==> src/hw/asc_pkg.sv <==
package asc_pkg;

  // ************************************************************
  // Register map
  // ************************************************************
  localparam logic [7:0] OFS_CTRL   = 8'h00;
  localparam logic [7:0] OFS_REFCFG = 8'h04;
  localparam logic [7:0] OFS_FMTCFG = 8'h08;
  localparam logic [7:0] OFS_RESHI  = 8'h0c;
  localparam logic [7:0] OFS_RESLO  = 8'h10;
  localparam logic [7:0] OFS_STATUS = 8'h14;

  // ************************************************************
  // Field positions and reset values
  // ************************************************************
  localparam int CTRL_ON_BIT   = 0;
  localparam int CTRL_GO_BIT   = 1;
  localparam int CTRL_CHAN_LSB = 2;
  localparam int REF_NREF_BIT  = 5;
  localparam int REF_PREF_BIT  = 4;
  localparam int REF_PCFG_LSB  = 0;
  localparam int FMT_JUST_BIT  = 7;
  localparam int FMT_ACQ_LSB   = 3;
  localparam int FMT_CLK_LSB   = 0;
  localparam int STAT_DONE_BIT = 0;
  localparam logic [7:0] CTRL_RST   = 8'h00;
  localparam logic [7:0] REFCFG_RST = 8'h00;
  localparam logic [7:0] FMTCFG_RST = 8'h00;

  // ************************************************************
  // Timing
  // ************************************************************
  localparam int CLK_PERIOD_NS = 20;
  localparam int TCY_NS        = 80;
  localparam int TCY_CYC_INT   = (TCY_NS + CLK_PERIOD_NS - 1) / CLK_PERIOD_NS;
  localparam logic [2:0] TCY_CYC   = 3'(TCY_CYC_INT);
  localparam logic [4:0] CONV_LAST = 5'h0a;
  localparam logic [4:0] WAIT_LAST = 5'h01;
  localparam logic [9:0] SAR_MSB   = 10'h200;

  typedef enum logic [2:0] {
    ST_IDLE = 3'b000,
    ST_DLY  = 3'b001,
    ST_ACQ  = 3'b010,
    ST_CONV = 3'b011,
    ST_WAIT = 3'b100
  } asc_state_t;

  // ************************************************************
  // Decoders
  // ************************************************************
  function automatic logic [15:0] pin_mask(input logic [3:0] code);
    logic [15:0] m;
    m = 16'hffff;
    for (int i = 0; i < 16; i++) begin
      if (code != 4'h0 && i >= 15 - int'(code)) begin
        m[i] = 1'b0;
      end
    end
    return m;
  endfunction

  function automatic logic [5:0] div_last(input logic [2:0] sel);
    unique case (sel)
      3'b000: return 6'h01;
      3'b001: return 6'h07;
      3'b010: return 6'h1f;
      3'b100: return 6'h03;
      3'b101: return 6'h0f;
      3'b110: return 6'h3f;
      default: return 6'h00;
    endcase
  endfunction

  function automatic logic [4:0] acq_ticks(input logic [2:0] sel);
    unique case (sel)
      3'b000: return 5'h00;
      3'b001: return 5'h02;
      3'b010: return 5'h04;
      3'b011: return 5'h06;
      3'b100: return 5'h08;
      3'b101: return 5'h0c;
      3'b110: return 5'h10;
      3'b111: return 5'h14;
    endcase
  endfunction

  function automatic logic [15:0] fmt_result(input logic [9:0] code,
                                             input logic       right);
    return right ? {6'h00, code} : {code, 6'h00};
  endfunction

endpackage

==> src/hw/asc_top.sv <==
`timescale 1ns/1ps
// Summary of operation
// - Negative reference bit set picks channel 2 pin, clear picks ground.
// - Positive reference bit set picks channel 3 pin, clear picks supply.
// - Pin code zero all analog; k>0 makes channels 15-k upward digital.
// - Justify bit set right-aligns result, clear left-aligns it.
// - Acquisition field gives 0,2,4,6,8,12,16,20 bit periods.
// - Clock field picks divide 2,8,32,4,16,64 or internal RC.
// - RC clock waits one instruction cycle before conversion clock starts.
// - Only the RC clock keeps converting during sleep.
// - On completion load result, clear go flag, set done flag.
// - Reset returns all registers but the result bytes, turns converter off, aborts conversion.
// - Power-on reset leaves the result bytes undefined.
// - Programmed acquisition samples that long after go, then converts.
// - Two bit periods must pass after a conversion before acquiring.
// - Result comes by successive approximation of the held sample.
// - Hold capacitor disconnects from the pin when conversion begins.
// - Go flag reads one while converting, zero idle; setting starts.
// - A conversion takes eleven bit periods.
// - Clearing go mid-conversion aborts, result keeps its old value.
// - Converter on bit enables the converter when set.
module asc_top (
  input  wire logic        pclk,
  input  wire logic        presetn,
  input  wire logic        psel,
  input  wire logic        penable,
  input  wire logic        pwrite,
  input  wire logic [7:0]  paddr,
  input  wire logic [31:0] pwdata,
  output logic      [31:0] prdata,
  output logic             pready,
  output logic             pslverr,
  input  wire logic        rc_tick,
  input  wire logic        sleep_mode,
  input  wire logic        cmp_high,
  output logic      [9:0]  dac_code,
  output logic             sample_connect,
  output logic             neg_ref_select,
  output logic             pos_ref_select,
  output logic      [15:0] analog_pin_mask,
  output logic      [3:0]  channel_select,
  output logic             conv_done_flag
);

  // ************************************************************
  // Storage
  // ************************************************************
  logic              converter_on_q;
  logic              go_q;
  logic [3:0]        chan_q;
  logic              nref_q;
  logic              pref_q;
  logic [3:0]        pin_config_code_q;
  logic              result_justify_q;
  logic [2:0]        acq_time_select_q;
  logic [2:0]        conv_clock_select_q;
  logic [7:0]        result_high_byte_q;
  logic [7:0]        result_low_byte_q;
  logic              flag_q;
  logic              pready_q;
  logic              pslverr_q;
  logic [31:0]       prdata_q;
  asc_pkg::asc_state_t state_q;
  logic [5:0]        div_cnt_q;
  logic [4:0]        step_q;
  logic [2:0]        dly_q;
  logic [9:0]        sar_q;
  logic [15:0]       mask_q;
  logic              sample_q;

  logic              access;
  logic              wr_en;
  logic              mapped;
  logic              is_rc;
  logic              div_hit;
  logic              tick;
  logic              done_ev;
  logic              abort_ev;
  logic [3:0]        bit_idx;
  logic [9:0]        final_code;
  logic [15:0]       fmt;
  logic [31:0]       rd_mux;

  // ************************************************************
  // APB slave, one wait state per access
  // ************************************************************
  assign access = psel & penable & pready_q;
  assign wr_en  = access & pwrite;

  always_comb begin
    mapped = 1'b1;
    rd_mux = 32'h0000_0000;
    unique case (paddr)
      asc_pkg::OFS_CTRL:   rd_mux = {26'h0, chan_q, go_q, converter_on_q};
      asc_pkg::OFS_REFCFG: rd_mux = {26'h0, nref_q, pref_q, pin_config_code_q};
      asc_pkg::OFS_FMTCFG: rd_mux = {24'h0, result_justify_q, 1'b0,
                                     acq_time_select_q, conv_clock_select_q};
      asc_pkg::OFS_RESHI:  rd_mux = {24'h0, result_high_byte_q};
      asc_pkg::OFS_RESLO:  rd_mux = {24'h0, result_low_byte_q};
      asc_pkg::OFS_STATUS: rd_mux = {31'h0, flag_q};
      default:             mapped = 1'b0;
    endcase
  end

  always_ff @(posedge pclk or negedge presetn) begin
    if (!presetn) begin
      pready_q  <= 1'b0;
      pslverr_q <= 1'b0;
      prdata_q  <= 32'h0000_0000;
    end else begin
      pready_q  <= psel & penable & ~pready_q;
      pslverr_q <= psel & penable & ~pready_q & ~mapped;
      if (psel & penable & ~pready_q & ~pwrite) begin
        prdata_q <= rd_mux;
      end
    end
  end

  // ************************************************************
  // Configuration registers
  // ************************************************************
  always_ff @(posedge pclk or negedge presetn) begin
    if (!presetn) begin
      converter_on_q      <= asc_pkg::CTRL_RST[asc_pkg::CTRL_ON_BIT];
      chan_q              <= asc_pkg::CTRL_RST[5:2];
      nref_q              <= asc_pkg::REFCFG_RST[asc_pkg::REF_NREF_BIT];
      pref_q              <= asc_pkg::REFCFG_RST[asc_pkg::REF_PREF_BIT];
      pin_config_code_q   <= asc_pkg::REFCFG_RST[3:0];
      result_justify_q    <= asc_pkg::FMTCFG_RST[asc_pkg::FMT_JUST_BIT];
      acq_time_select_q   <= asc_pkg::FMTCFG_RST[5:3];
      conv_clock_select_q <= asc_pkg::FMTCFG_RST[2:0];
    end else if (wr_en) begin
      if (paddr == asc_pkg::OFS_CTRL) begin
        converter_on_q <= pwdata[asc_pkg::CTRL_ON_BIT];
        chan_q <= pwdata[asc_pkg::CTRL_CHAN_LSB +: 4];
      end
      if (paddr == asc_pkg::OFS_REFCFG) begin
        nref_q            <= pwdata[asc_pkg::REF_NREF_BIT];
        pref_q            <= pwdata[asc_pkg::REF_PREF_BIT];
        pin_config_code_q <= pwdata[asc_pkg::REF_PCFG_LSB +: 4];
      end
      if (paddr == asc_pkg::OFS_FMTCFG) begin
        result_justify_q    <= pwdata[asc_pkg::FMT_JUST_BIT];
        acq_time_select_q   <= pwdata[asc_pkg::FMT_ACQ_LSB +: 3];
        conv_clock_select_q <= pwdata[asc_pkg::FMT_CLK_LSB +: 3];
      end
    end
  end

  // ************************************************************
  // Conversion clock
  // ************************************************************
  assign is_rc   = conv_clock_select_q[1:0] == 2'b11;
  assign div_hit = div_cnt_q == asc_pkg::div_last(conv_clock_select_q);
  // Divider clocks stop in sleep; only the RC source survives there
  assign tick = (is_rc ? rc_tick : div_hit)
              & (is_rc | ~sleep_mode)
              & (state_q == asc_pkg::ST_ACQ || state_q == asc_pkg::ST_CONV
                 || state_q == asc_pkg::ST_WAIT);

  always_ff @(posedge pclk or negedge presetn) begin
    if (!presetn) begin
      div_cnt_q <= 6'h00;
    end else if (state_q == asc_pkg::ST_IDLE || state_q == asc_pkg::ST_DLY
                 || div_hit || is_rc || sleep_mode) begin
      div_cnt_q <= 6'h00;
    end else begin
      div_cnt_q <= div_cnt_q + 6'h01;
    end
  end

  // ************************************************************
  // Sequencer
  // ************************************************************
  assign bit_idx    = 4'(5'd10 - step_q);
  assign final_code = {sar_q[9:1], cmp_high};
  assign done_ev    = state_q == asc_pkg::ST_CONV && tick
                    && step_q == asc_pkg::CONV_LAST && go_q && converter_on_q;
  assign abort_ev   = ~go_q && (state_q == asc_pkg::ST_DLY
                    || state_q == asc_pkg::ST_ACQ
                    || state_q == asc_pkg::ST_CONV);
  assign fmt        = asc_pkg::fmt_result(final_code, result_justify_q);

  always_ff @(posedge pclk or negedge presetn) begin
    if (!presetn) begin
      state_q <= asc_pkg::ST_IDLE;
      step_q  <= 5'h00;
      dly_q   <= 3'h0;
      sar_q   <= 10'h000;
    end else if (!converter_on_q) begin
      state_q <= asc_pkg::ST_IDLE;
      step_q  <= 5'h00;
    end else if (abort_ev) begin
      state_q <= asc_pkg::ST_WAIT;
      step_q  <= 5'h00;
    end else begin
      unique case (state_q)
        asc_pkg::ST_IDLE: begin
          step_q <= 5'h00;
          dly_q  <= 3'h0;
          if (go_q) begin
            if (is_rc) begin
              state_q <= asc_pkg::ST_DLY;
            end else if (acq_time_select_q != 3'b000) begin
              state_q <= asc_pkg::ST_ACQ;
            end else begin
              state_q <= asc_pkg::ST_CONV;
              sar_q   <= asc_pkg::SAR_MSB;
            end
          end
        end
        asc_pkg::ST_DLY: begin
          dly_q <= dly_q + 3'h1;
          if (dly_q == asc_pkg::TCY_CYC - 3'h1) begin
            if (acq_time_select_q != 3'b000) begin
              state_q <= asc_pkg::ST_ACQ;
            end else begin
              state_q <= asc_pkg::ST_CONV;
              sar_q   <= asc_pkg::SAR_MSB;
            end
          end
        end
        asc_pkg::ST_ACQ: begin
          if (tick) begin
            step_q <= step_q + 5'h01;
            if (step_q + 5'h01 >= asc_pkg::acq_ticks(acq_time_select_q)) begin
              state_q <= asc_pkg::ST_CONV;
              step_q  <= 5'h00;
              sar_q   <= asc_pkg::SAR_MSB;
            end
          end
        end
        asc_pkg::ST_CONV: begin
          if (tick) begin
            step_q <= step_q + 5'h01;
            if (step_q != 5'h00) begin
              sar_q[bit_idx] <= cmp_high;
              if (bit_idx != 4'h0) begin
                sar_q[bit_idx - 4'h1] <= 1'b1;
              end
            end
            if (step_q == asc_pkg::CONV_LAST) begin
              state_q <= asc_pkg::ST_WAIT;
              step_q  <= 5'h00;
            end
          end
        end
        asc_pkg::ST_WAIT: begin
          if (tick) begin
            step_q <= step_q + 5'h01;
            if (step_q == asc_pkg::WAIT_LAST) begin
              state_q <= asc_pkg::ST_IDLE;
            end
          end
        end
        default: state_q <= asc_pkg::ST_IDLE;
      endcase
    end
  end

  // Go flag: completion clear beats a software write in the same cycle
  always_ff @(posedge pclk or negedge presetn) begin
    if (!presetn) begin
      go_q <= asc_pkg::CTRL_RST[asc_pkg::CTRL_GO_BIT];
    end else if (done_ev || !converter_on_q) begin
      go_q <= 1'b0;
    end else if (wr_en && paddr == asc_pkg::OFS_CTRL) begin
      // Needs the converter already on; same write cannot start it
      go_q <= pwdata[asc_pkg::CTRL_GO_BIT];
    end
  end

  // Hardware set wins over software clear
  always_ff @(posedge pclk or negedge presetn) begin
    if (!presetn) begin
      flag_q <= 1'b0;
    end else if (done_ev) begin
      flag_q <= 1'b1;
    end else if (wr_en && paddr == asc_pkg::OFS_STATUS) begin
      flag_q <= pwdata[asc_pkg::STAT_DONE_BIT];
    end
  end

  // No reset: contents after power-up are whatever the cells hold
  always_ff @(posedge pclk) begin
    if (done_ev) begin
      result_high_byte_q <= fmt[15:8];
      result_low_byte_q  <= fmt[7:0];
    end else if (wr_en) begin
      if (paddr == asc_pkg::OFS_RESHI) begin
        result_high_byte_q <= pwdata[7:0];
      end
      if (paddr == asc_pkg::OFS_RESLO) begin
        result_low_byte_q <= pwdata[7:0];
      end
    end
  end

  // ************************************************************
  // Analog side
  // ************************************************************
  always_ff @(posedge pclk or negedge presetn) begin
    if (!presetn) begin
      mask_q   <= 16'hffff;
      sample_q <= 1'b0;
    end else begin
      mask_q   <= asc_pkg::pin_mask(pin_config_code_q);
      sample_q <= converter_on_q && (state_q == asc_pkg::ST_IDLE
                  || state_q == asc_pkg::ST_DLY
                  || state_q == asc_pkg::ST_ACQ);
    end
  end

  assign prdata          = prdata_q;
  assign pready          = pready_q;
  assign pslverr         = pslverr_q;
  assign dac_code        = sar_q;
  assign sample_connect  = sample_q;
  assign neg_ref_select  = nref_q;
  assign pos_ref_select  = pref_q;
  assign analog_pin_mask = mask_q;
  assign channel_select  = chan_q;
  assign conv_done_flag  = flag_q;

  // ************************************************************
  // Checks
  // ************************************************************
  property p_done_effects;
    @(posedge pclk) disable iff (!presetn)
    done_ev |=> !go_q && conv_done_flag && state_q == asc_pkg::ST_WAIT;
  endproperty
  a_done_effects: assert property (p_done_effects)
    else $error("Completion did not clear go and set flag");

  property p_nref;
    @(posedge pclk) disable iff (!presetn)
    (wr_en && paddr == asc_pkg::OFS_REFCFG)
      |=> neg_ref_select == $past(pwdata[asc_pkg::REF_NREF_BIT])
          && pos_ref_select == $past(pwdata[asc_pkg::REF_PREF_BIT]);
  endproperty
  a_nref: assert property (p_nref)
    else $error("Reference select does not follow write");

  property p_mask_all_digital;
    @(posedge pclk) disable iff (!presetn)
    (pin_config_code_q == 4'hf) |=> analog_pin_mask == 16'h0000;
  endproperty
  a_mask_all_digital: assert property (p_mask_all_digital)
    else $error("Code all ones left an analog pin");

  property p_mask_one;
    @(posedge pclk) disable iff (!presetn)
    (pin_config_code_q == 4'h1) |=> analog_pin_mask == 16'h3fff;
  endproperty
  a_mask_one: assert property (p_mask_one)
    else $error("Code one mask wrong");

  property p_right_justify;
    @(posedge pclk) disable iff (!presetn)
    (done_ev && result_justify_q) |=> result_high_byte_q[7:2] == 6'h00;
  endproperty
  a_right_justify: assert property (p_right_justify)
    else $error("Unused high bits not zero");

  property p_sleep_gate;
    @(posedge pclk) disable iff (!presetn)
    (sleep_mode && !is_rc) |-> !tick;
  endproperty
  a_sleep_gate: assert property (p_sleep_gate)
    else $error("Divider clock ran in sleep");

  property p_rc_delay;
    @(posedge pclk) disable iff (!presetn)
    (state_q == asc_pkg::ST_IDLE && go_q && converter_on_q && is_rc)
      |=> (state_q == asc_pkg::ST_DLY) [*4];
  endproperty
  a_rc_delay: assert property (p_rc_delay)
    else $error("RC start delay not one instruction cycle");

  property p_hold_off;
    @(posedge pclk) disable iff (!presetn)
    (state_q == asc_pkg::ST_CONV) |=> !sample_connect;
  endproperty
  a_hold_off: assert property (p_hold_off)
    else $error("Hold capacitor still connected in conversion");

  property p_abort_keeps;
    @(posedge pclk) disable iff (!presetn)
    (state_q == asc_pkg::ST_CONV && !go_q && converter_on_q && !wr_en)
      |=> state_q == asc_pkg::ST_WAIT && $stable(result_low_byte_q);
  endproperty
  a_abort_keeps: assert property (p_abort_keeps)
    else $error("Abort changed result or skipped wait");

  property p_off_idle;
    @(posedge pclk) disable iff (!presetn)
    !converter_on_q |=> state_q == asc_pkg::ST_IDLE && !go_q;
  endproperty
  a_off_idle: assert property (p_off_idle)
    else $error("Converter off but sequencer busy");

  property p_conv_len;
    @(posedge pclk) disable iff (!presetn)
    done_ev |-> step_q == 5'd10 && $past(state_q) != asc_pkg::ST_IDLE;
  endproperty
  a_conv_len: assert property (p_conv_len)
    else $error("Conversion length not eleven periods");

endmodule // asc_top

==> config.mk <==
export PLATFORM = sky130hd
export DESIGN_NAME = asc_top
export DESIGN_NICKNAME = d
export VERILOG_FILES = /design/src/hw/asc_pkg.sv /design/src/hw/asc_top.sv
export SDC_FILE = /design/constraint.sdc
export NUM_CORES = 1
export LEC_CHECK = 0
export BUFFER_PORTS_ARGS = -buffer_cell sky130_fd_sc_hd__buf_2
export CORE_UTILIZATION = 50
export CTS_CLUSTER_SIZE = 16
export DETAILED_ROUTE_END_ITERATION = 16
export GPL_TIMING_DRIVEN = 1
export PLACE_DENSITY = 0.82
export RECOVER_POWER = 100
export SKIP_CTS_REPAIR_TIMING = 1
export SYNTH_ARGS = -nofsm -noshare
export SYNTH_HDL_FRONTEND = slang
export SYNTH_SLANG_ARGS = --single-unit
==> constraint.sdc <==
create_clock -name pclk -period 3.4 [get_ports pclk]
set_input_delay 0.17 -clock pclk [delete_from_list [all_inputs] [get_ports pclk]]
set_output_delay 0.17 -clock pclk [all_outputs]
set_load 0.02 [all_outputs]
# == Yosys cells after proc, flatten, opt, wreduce, memory -nomap -nowiden ==
# Memory sizes are Yosys's and may differ from the RTL's.
# Cells that the tools add are included.
# word_totals
ff_bits,114
mem_bits_ro,32
in_bits,48
out_inout_bits,68
word_cells,235
memories,1
# mem_list
memory,words,word_bits,rd,rd_clocked_by_memory_dff,write_ports,line,source
(name not given),8,4,1,0,0,asc_pkg.sv:76,unique case (sel)
# classes
addsub,6
magnitude_cmp,21
eq_ne,35
muxes,73
bitwise,16
n_reduce_logical,61
# op_table
cell,n
$mux 10,9
$mux 5,11
$mux 8,6
$pmux 8 s6,1
$ge 5x5->1 const A,8
$pmux 10 s4,1
$pmux 6 s6,1
$mux 3,10
$logic_and 1x1->1,26
$mux 1,25
$ne 4x4->1 const B,6
$ge 4x5->1 const A,4
$pmux 5 s4,1
$eq 8x4->1 const B,2
$eq 8x5->1 const B,2
$mux 16,1
$pmux 3 s5,1
$eq 3x2->1 const B,4
$eq 3x3->1 const B,4
$ne 2x2->1 const B,6
$reduce_bool 2->1,6
$reduce_bool 4->1,3
$bwmux 10,1
$ge 3x5->1 const A,2
other kinds (40),71

# == Logic depth before layout (Yosys ltp) ==
# logic_depth
depth_word,16
mapped_depth,13
ltp_nobuf,11

# == Least setup slack after synthesis ==
# OpenSTA, ideal clock, no wires.
# synth_timing
path_kind,reg2reg
startpoint,reg step_q[1]
endpoint,reg state_q[0]
setup_time_ns,0.094
arrival_time_ns,2.998
required_ns,3.306
path_slack_ns,0.308
path_stages_with_launch,13
path_buffers,1
period_less_slack_ns,3.092
path_cell_list,dfrtp_1 > ha_1 > clkbuf_1 > xnor2_1 > inv_1 > ha_1 > o21ai_0 > a31o_2 > a211oi_1 > o32ai_1 > a41oi_1 > mux2_2 > a211oi_1
# synth_between
elab_chain_len,4
elab_cells_between_ends,8
classes_between,add/sub: 1; order compare: 1; eq/ne: 5; reduce/logical: 1
# synth_lines
element,line,source
from (decl),asc_top.sv:65,logic [4:0] step_q;
from (signal assigned),asc_top.sv:225,step_q <= step_q + 5'h01;
from (signal assigned),asc_top.sv:235,step_q <= step_q + 5'h01;
from (signal assigned),asc_top.sv:250,step_q <= step_q + 5'h01;
$add 5x1->5,asc_top.sv:226,if (step_q + 5'h01 >= asc_pkg::acq_ticks(acq_time_select_q)) begin
$ge 5x5->1,asc_top.sv:226,
$ne 4x4->1 (no source line),-,
$reduce_and 8->1 (no source line) (*),-,
to (signal assigned),asc_top.sv:218,state_q <= asc_pkg::ST_CONV;
to (signal assigned),asc_top.sv:227,state_q <= asc_pkg::ST_CONV;
to (signal assigned),asc_top.sv:243,state_q <= asc_pkg::ST_WAIT;
to (decl),asc_top.sv:63,asc_pkg::asc_state_t state_q;
# Mark *: on every way between the ends. The rest lies on a longest branch, timed or not.
# A chain may end at the register's enable or synchronous reset.

# == Final worst setup path ==
# layout_timing
startpoint,reg step_q[0]
endpoint,reg state_q[0]
# Same word-level chain as after synthesis.

==> results.json <==
{
  "status": "complete, no violations",
  "power_density_nw_per_um2": 360,
  "leakage_nw": 2.30,
  "dp_slack_ps": 159,
  "dr.pass1.iters": 5,
  "worstPathRequired_ps": 3670,
  "cts_tree": "done",
  "cts_max_level": 3,
  "slew_viol_final": 0,
  "avgRoutedWirePerCell_um": 16.0,
  "synthesis.area_um2": 5170,
  "fp.dieW_um": 104,
  "routed_wl_mm": 11.3,
  "clock_skew_ps": 12.3,
  "ant_nets": 0,
  "critPathMaxFanout": 8,
  "drive_gt1_share_pct": 16.5,
  "cap_violations": 0,
  "finalWeightedCongestion": 0.898,
  "hpwl_mm": 8.20,
  "worstReg2RegStart": "step_q[0]",
  "io_pins": 116,
  "min-delay-start": "pwdata[7]",
  "crit_type": "reg -> reg",
  "slew_headroom_pct": 1.81,
  "syn_to_final_growth_pct": 9.54,
  "grt_pass1_wl_mm": 18.6,
  "gr-total-overflow": 0,
  "tightest_slew_ps": 1470,
  "drc_errors": 0,
  "syn-instance-count": 511,
  "timing.final.crit_share_pct": 94.8,
  "hold_class": "in -> reg",
  "period_needed_ps": 3220,
  "core.rowCount": 36,
  "dieArea_um2": 10700,
  "design.core.area_um2": 9910,
  "clk_pin_slew_ps": 90,
  "synth.distinct_cells": 64,
  "fin_setup_tns_ps": 0,
  "arrival_ps": 3490,
  "avgSynthCellArea_um2": 10.1,
  "cts_buffers": 9,
  "fmaxAchievable_mhz": 310,
  "rsz0062_at_grt": "no",
  "grt_max_degree": 49,
  "cts-root-buf": "clkbuf_8",
  "synth-async-reset-ratio_pct": 82.2,
  "antenna_found_initial": 0,
  "synthFlopType": "dfrtp_1",
  "start_util_pct": 52.2,
  "cts_buffer_depth": 2,
  "grt_usage_pct": 21.6,
  "synth-seq-area-share_pct": 45.5,
  "cp-start-kind": "flop",
  "port_buffers": 67,
  "synth.ff_latch_count": 90,
  "setup_ws_ps": 175,
  "viasPerCell": 5.80,
  "startpoint": "step_q[0]",
  "synth_edf_count": 16,
  "finalHoldViolCount": 0,
  "clk_latency_ps": 360,
  "num_vias": 4086,
  "setup_viol": 0,
  "yosys_warnings": 0,
  "drtIter0Drc": 291,
  "cts.sinks": 90,
  "grt_pass1_vias": 3776,
  "nNetsFinal": 631,
  "ir_drop_mv": 0.215,
  "die_h_um": 104,
  "cp-end-kind": "flop",
  "antennaDiodeCount": 0
}
==> kinds of logic after synthesis <==
kind of cell | after synthesis | synth area share [%]
buf+inv | 77 | 7.89
xor+xnor | 10 | 1.69
mux | 42 | 10.1
flops | 90 | 45.5
compound gates | 122 | 16.1
simple gates | 151 | 14.2
fa+ha+maj | 18 | 4.31
other cells | 1 | 0.0726
==> metrics by stage <==
step / hold slack (ps) / utilization, % / cell area (µm²) / total power [W] / instances
floorplan: -126 / - / 5260 / 0.00120 / 534
global placement: 194 / 55.3 / 5480 / 0.00123 / 687
detailed placement: 212 / 55.3 / 5480 / 0.00123 / 687
CTS: -179 / 57.8 / 5720 / 0.00204 / 703
global route: 63.4 / 57.1 / 5660 / 0.00211 / 704
finish: 55.8 / 57.1 / 5660 / 0.00204 / 704
==> cell type report <==
| type | instances | area [µm²] |
|---|---|---|
| Fill cell | 854 | 4250 |
| Clock buffer | 15 | 231 |
| Clock inverter | 1 | 8.76 |
| Timing Repair Buffer | 74 | 328 |
| Tap cell | 133 | 166 |
| Sequential cell | 90 | 2350 |
| Multi-Input combinational cell | 367 | 2480 |
| Inverter | 24 | 90.1 |
==> synth_stat cells, types with 3 or more instances <==
| cell type | count | area [µm²] |
|---|---|---|
| a22o_1 | 9 | 78.8 |
| a31oi_1 | 3 | 18.8 |
| inv_1 | 24 | 90.1 |
| nand4_1 | 7 | 43.8 |
| o22ai_1 | 3 | 18.8 |
| nor3_1 | 13 | 65.1 |
| clkbuf_1 | 23 | 86.3 |
| a21oi_1 | 21 | 105 |
| nand3_1 | 21 | 105 |
| xnor2_1 | 8 | 70.1 |
| nand2b_1 | 3 | 18.8 |
| dfstp_2 | 16 | 420 |
| nand3b_1 | 4 | 30.0 |
| o21ai_0 | 33 | 165 |
| a21boi_0 | 4 | 30.0 |
| ha_1 | 17 | 213 |
| dfrtp_1 | 58 | 1450 |
| mux4_2 | 6 | 135 |
| buf_6 | 3 | 33.8 |
| buf_4 | 25 | 188 |
| edfxtp_1 | 16 | 480 |
| nor2_1 | 26 | 97.6 |
| o31ai_1 | 5 | 37.5 |
| nor4_1 | 3 | 18.8 |
| a211oi_1 | 7 | 52.6 |
| nor2b_1 | 8 | 50.1 |
| mux2i_1 | 13 | 130 |
| o21a_1 | 4 | 30.0 |
| o221ai_1 | 3 | 26.3 |
| mux2_2 | 23 | 259 |
| nand2_1 | 50 | 188 |
| a22oi_1 | 7 | 52.6 |
==> cells in the final DEF (no fill, tap or decap), drive strengths merged, types with 6 or more instances in the layout <==
| cell | instances |
|---|---|
| nand3 | 21 |
| conb | 24 |
| mux2 | 23 |
| buf | 26 |
| xnor2 | 8 |
| ha | 17 |
| a22o | 9 |
| o21ai | 35 |
| a22oi | 7 |
| mux4 | 6 |
| inv | 24 |
| nor3 | 13 |
| dfstp | 16 |
| a21oi | 21 |
| dfrtp | 58 |
| edfxtp | 16 |
| a211oi | 7 |
| nor2b | 8 |
| clkbuf | 62 |
| nand4 | 7 |
| o31ai | 7 |
| nand2 | 50 |
| mux2i | 13 |
| nor2 | 27 |
==> registers in the layout, summed over array words and instances, names as in the netlist, 5 cells and up <==
name                count
analog_pin_mask        16
dac_code               10
div_cnt_q               6
prdata                  8
result_high_byte_q      8
result_low_byte_q       8
step_q                  5
==> final timing paths <==
path	slack (ps)	to	depth (start not counted)
worst min register to register	490	prdata[1]	2
min in group asynchronous	690	div_cnt_q[2]	2
worst min-delay path	60	result_justify_q	2
worst max register to register	180	state_q[0]	11
max in group asynchronous	870	dac_code[3]	3
worst max-delay path	180	state_q[0]	11
==> critical path, cell delays in order (launching register included) <==
cell and delay [ps]:
dfrtp_1 470, ha_2 340, nand3_1 120, xnor2_1 170
ha_1 200, or4b_2 670, o22ai_1 210, a211oi_1 90
o32ai_1 190, a41oi_1 150, mux2_2 330, a211oi_1 200
==> power by group <==
part	internal [W]	leakage, nW	switching [W]
Sequential	0.00110	1.09	0.00000361
Combinational	0.0000266	1.09	0.0000787
Clock	0.000447	0.120	0.000380
Total	0.00157	2.30	0.000462
==> layer usage <==
metal | part of all wire (%) | GRT usage (%) | wire, µm
met5 | 0 | 0 | 0
met4 | 1.7 | 8.78 | 194
met3 | 6.1 | 3.96 | 694
met2 | 50 | 36.4 | 5660
met1 | 42 | 27.5 | 4750
Note: power is estimated with default switching activity, not from simulation.
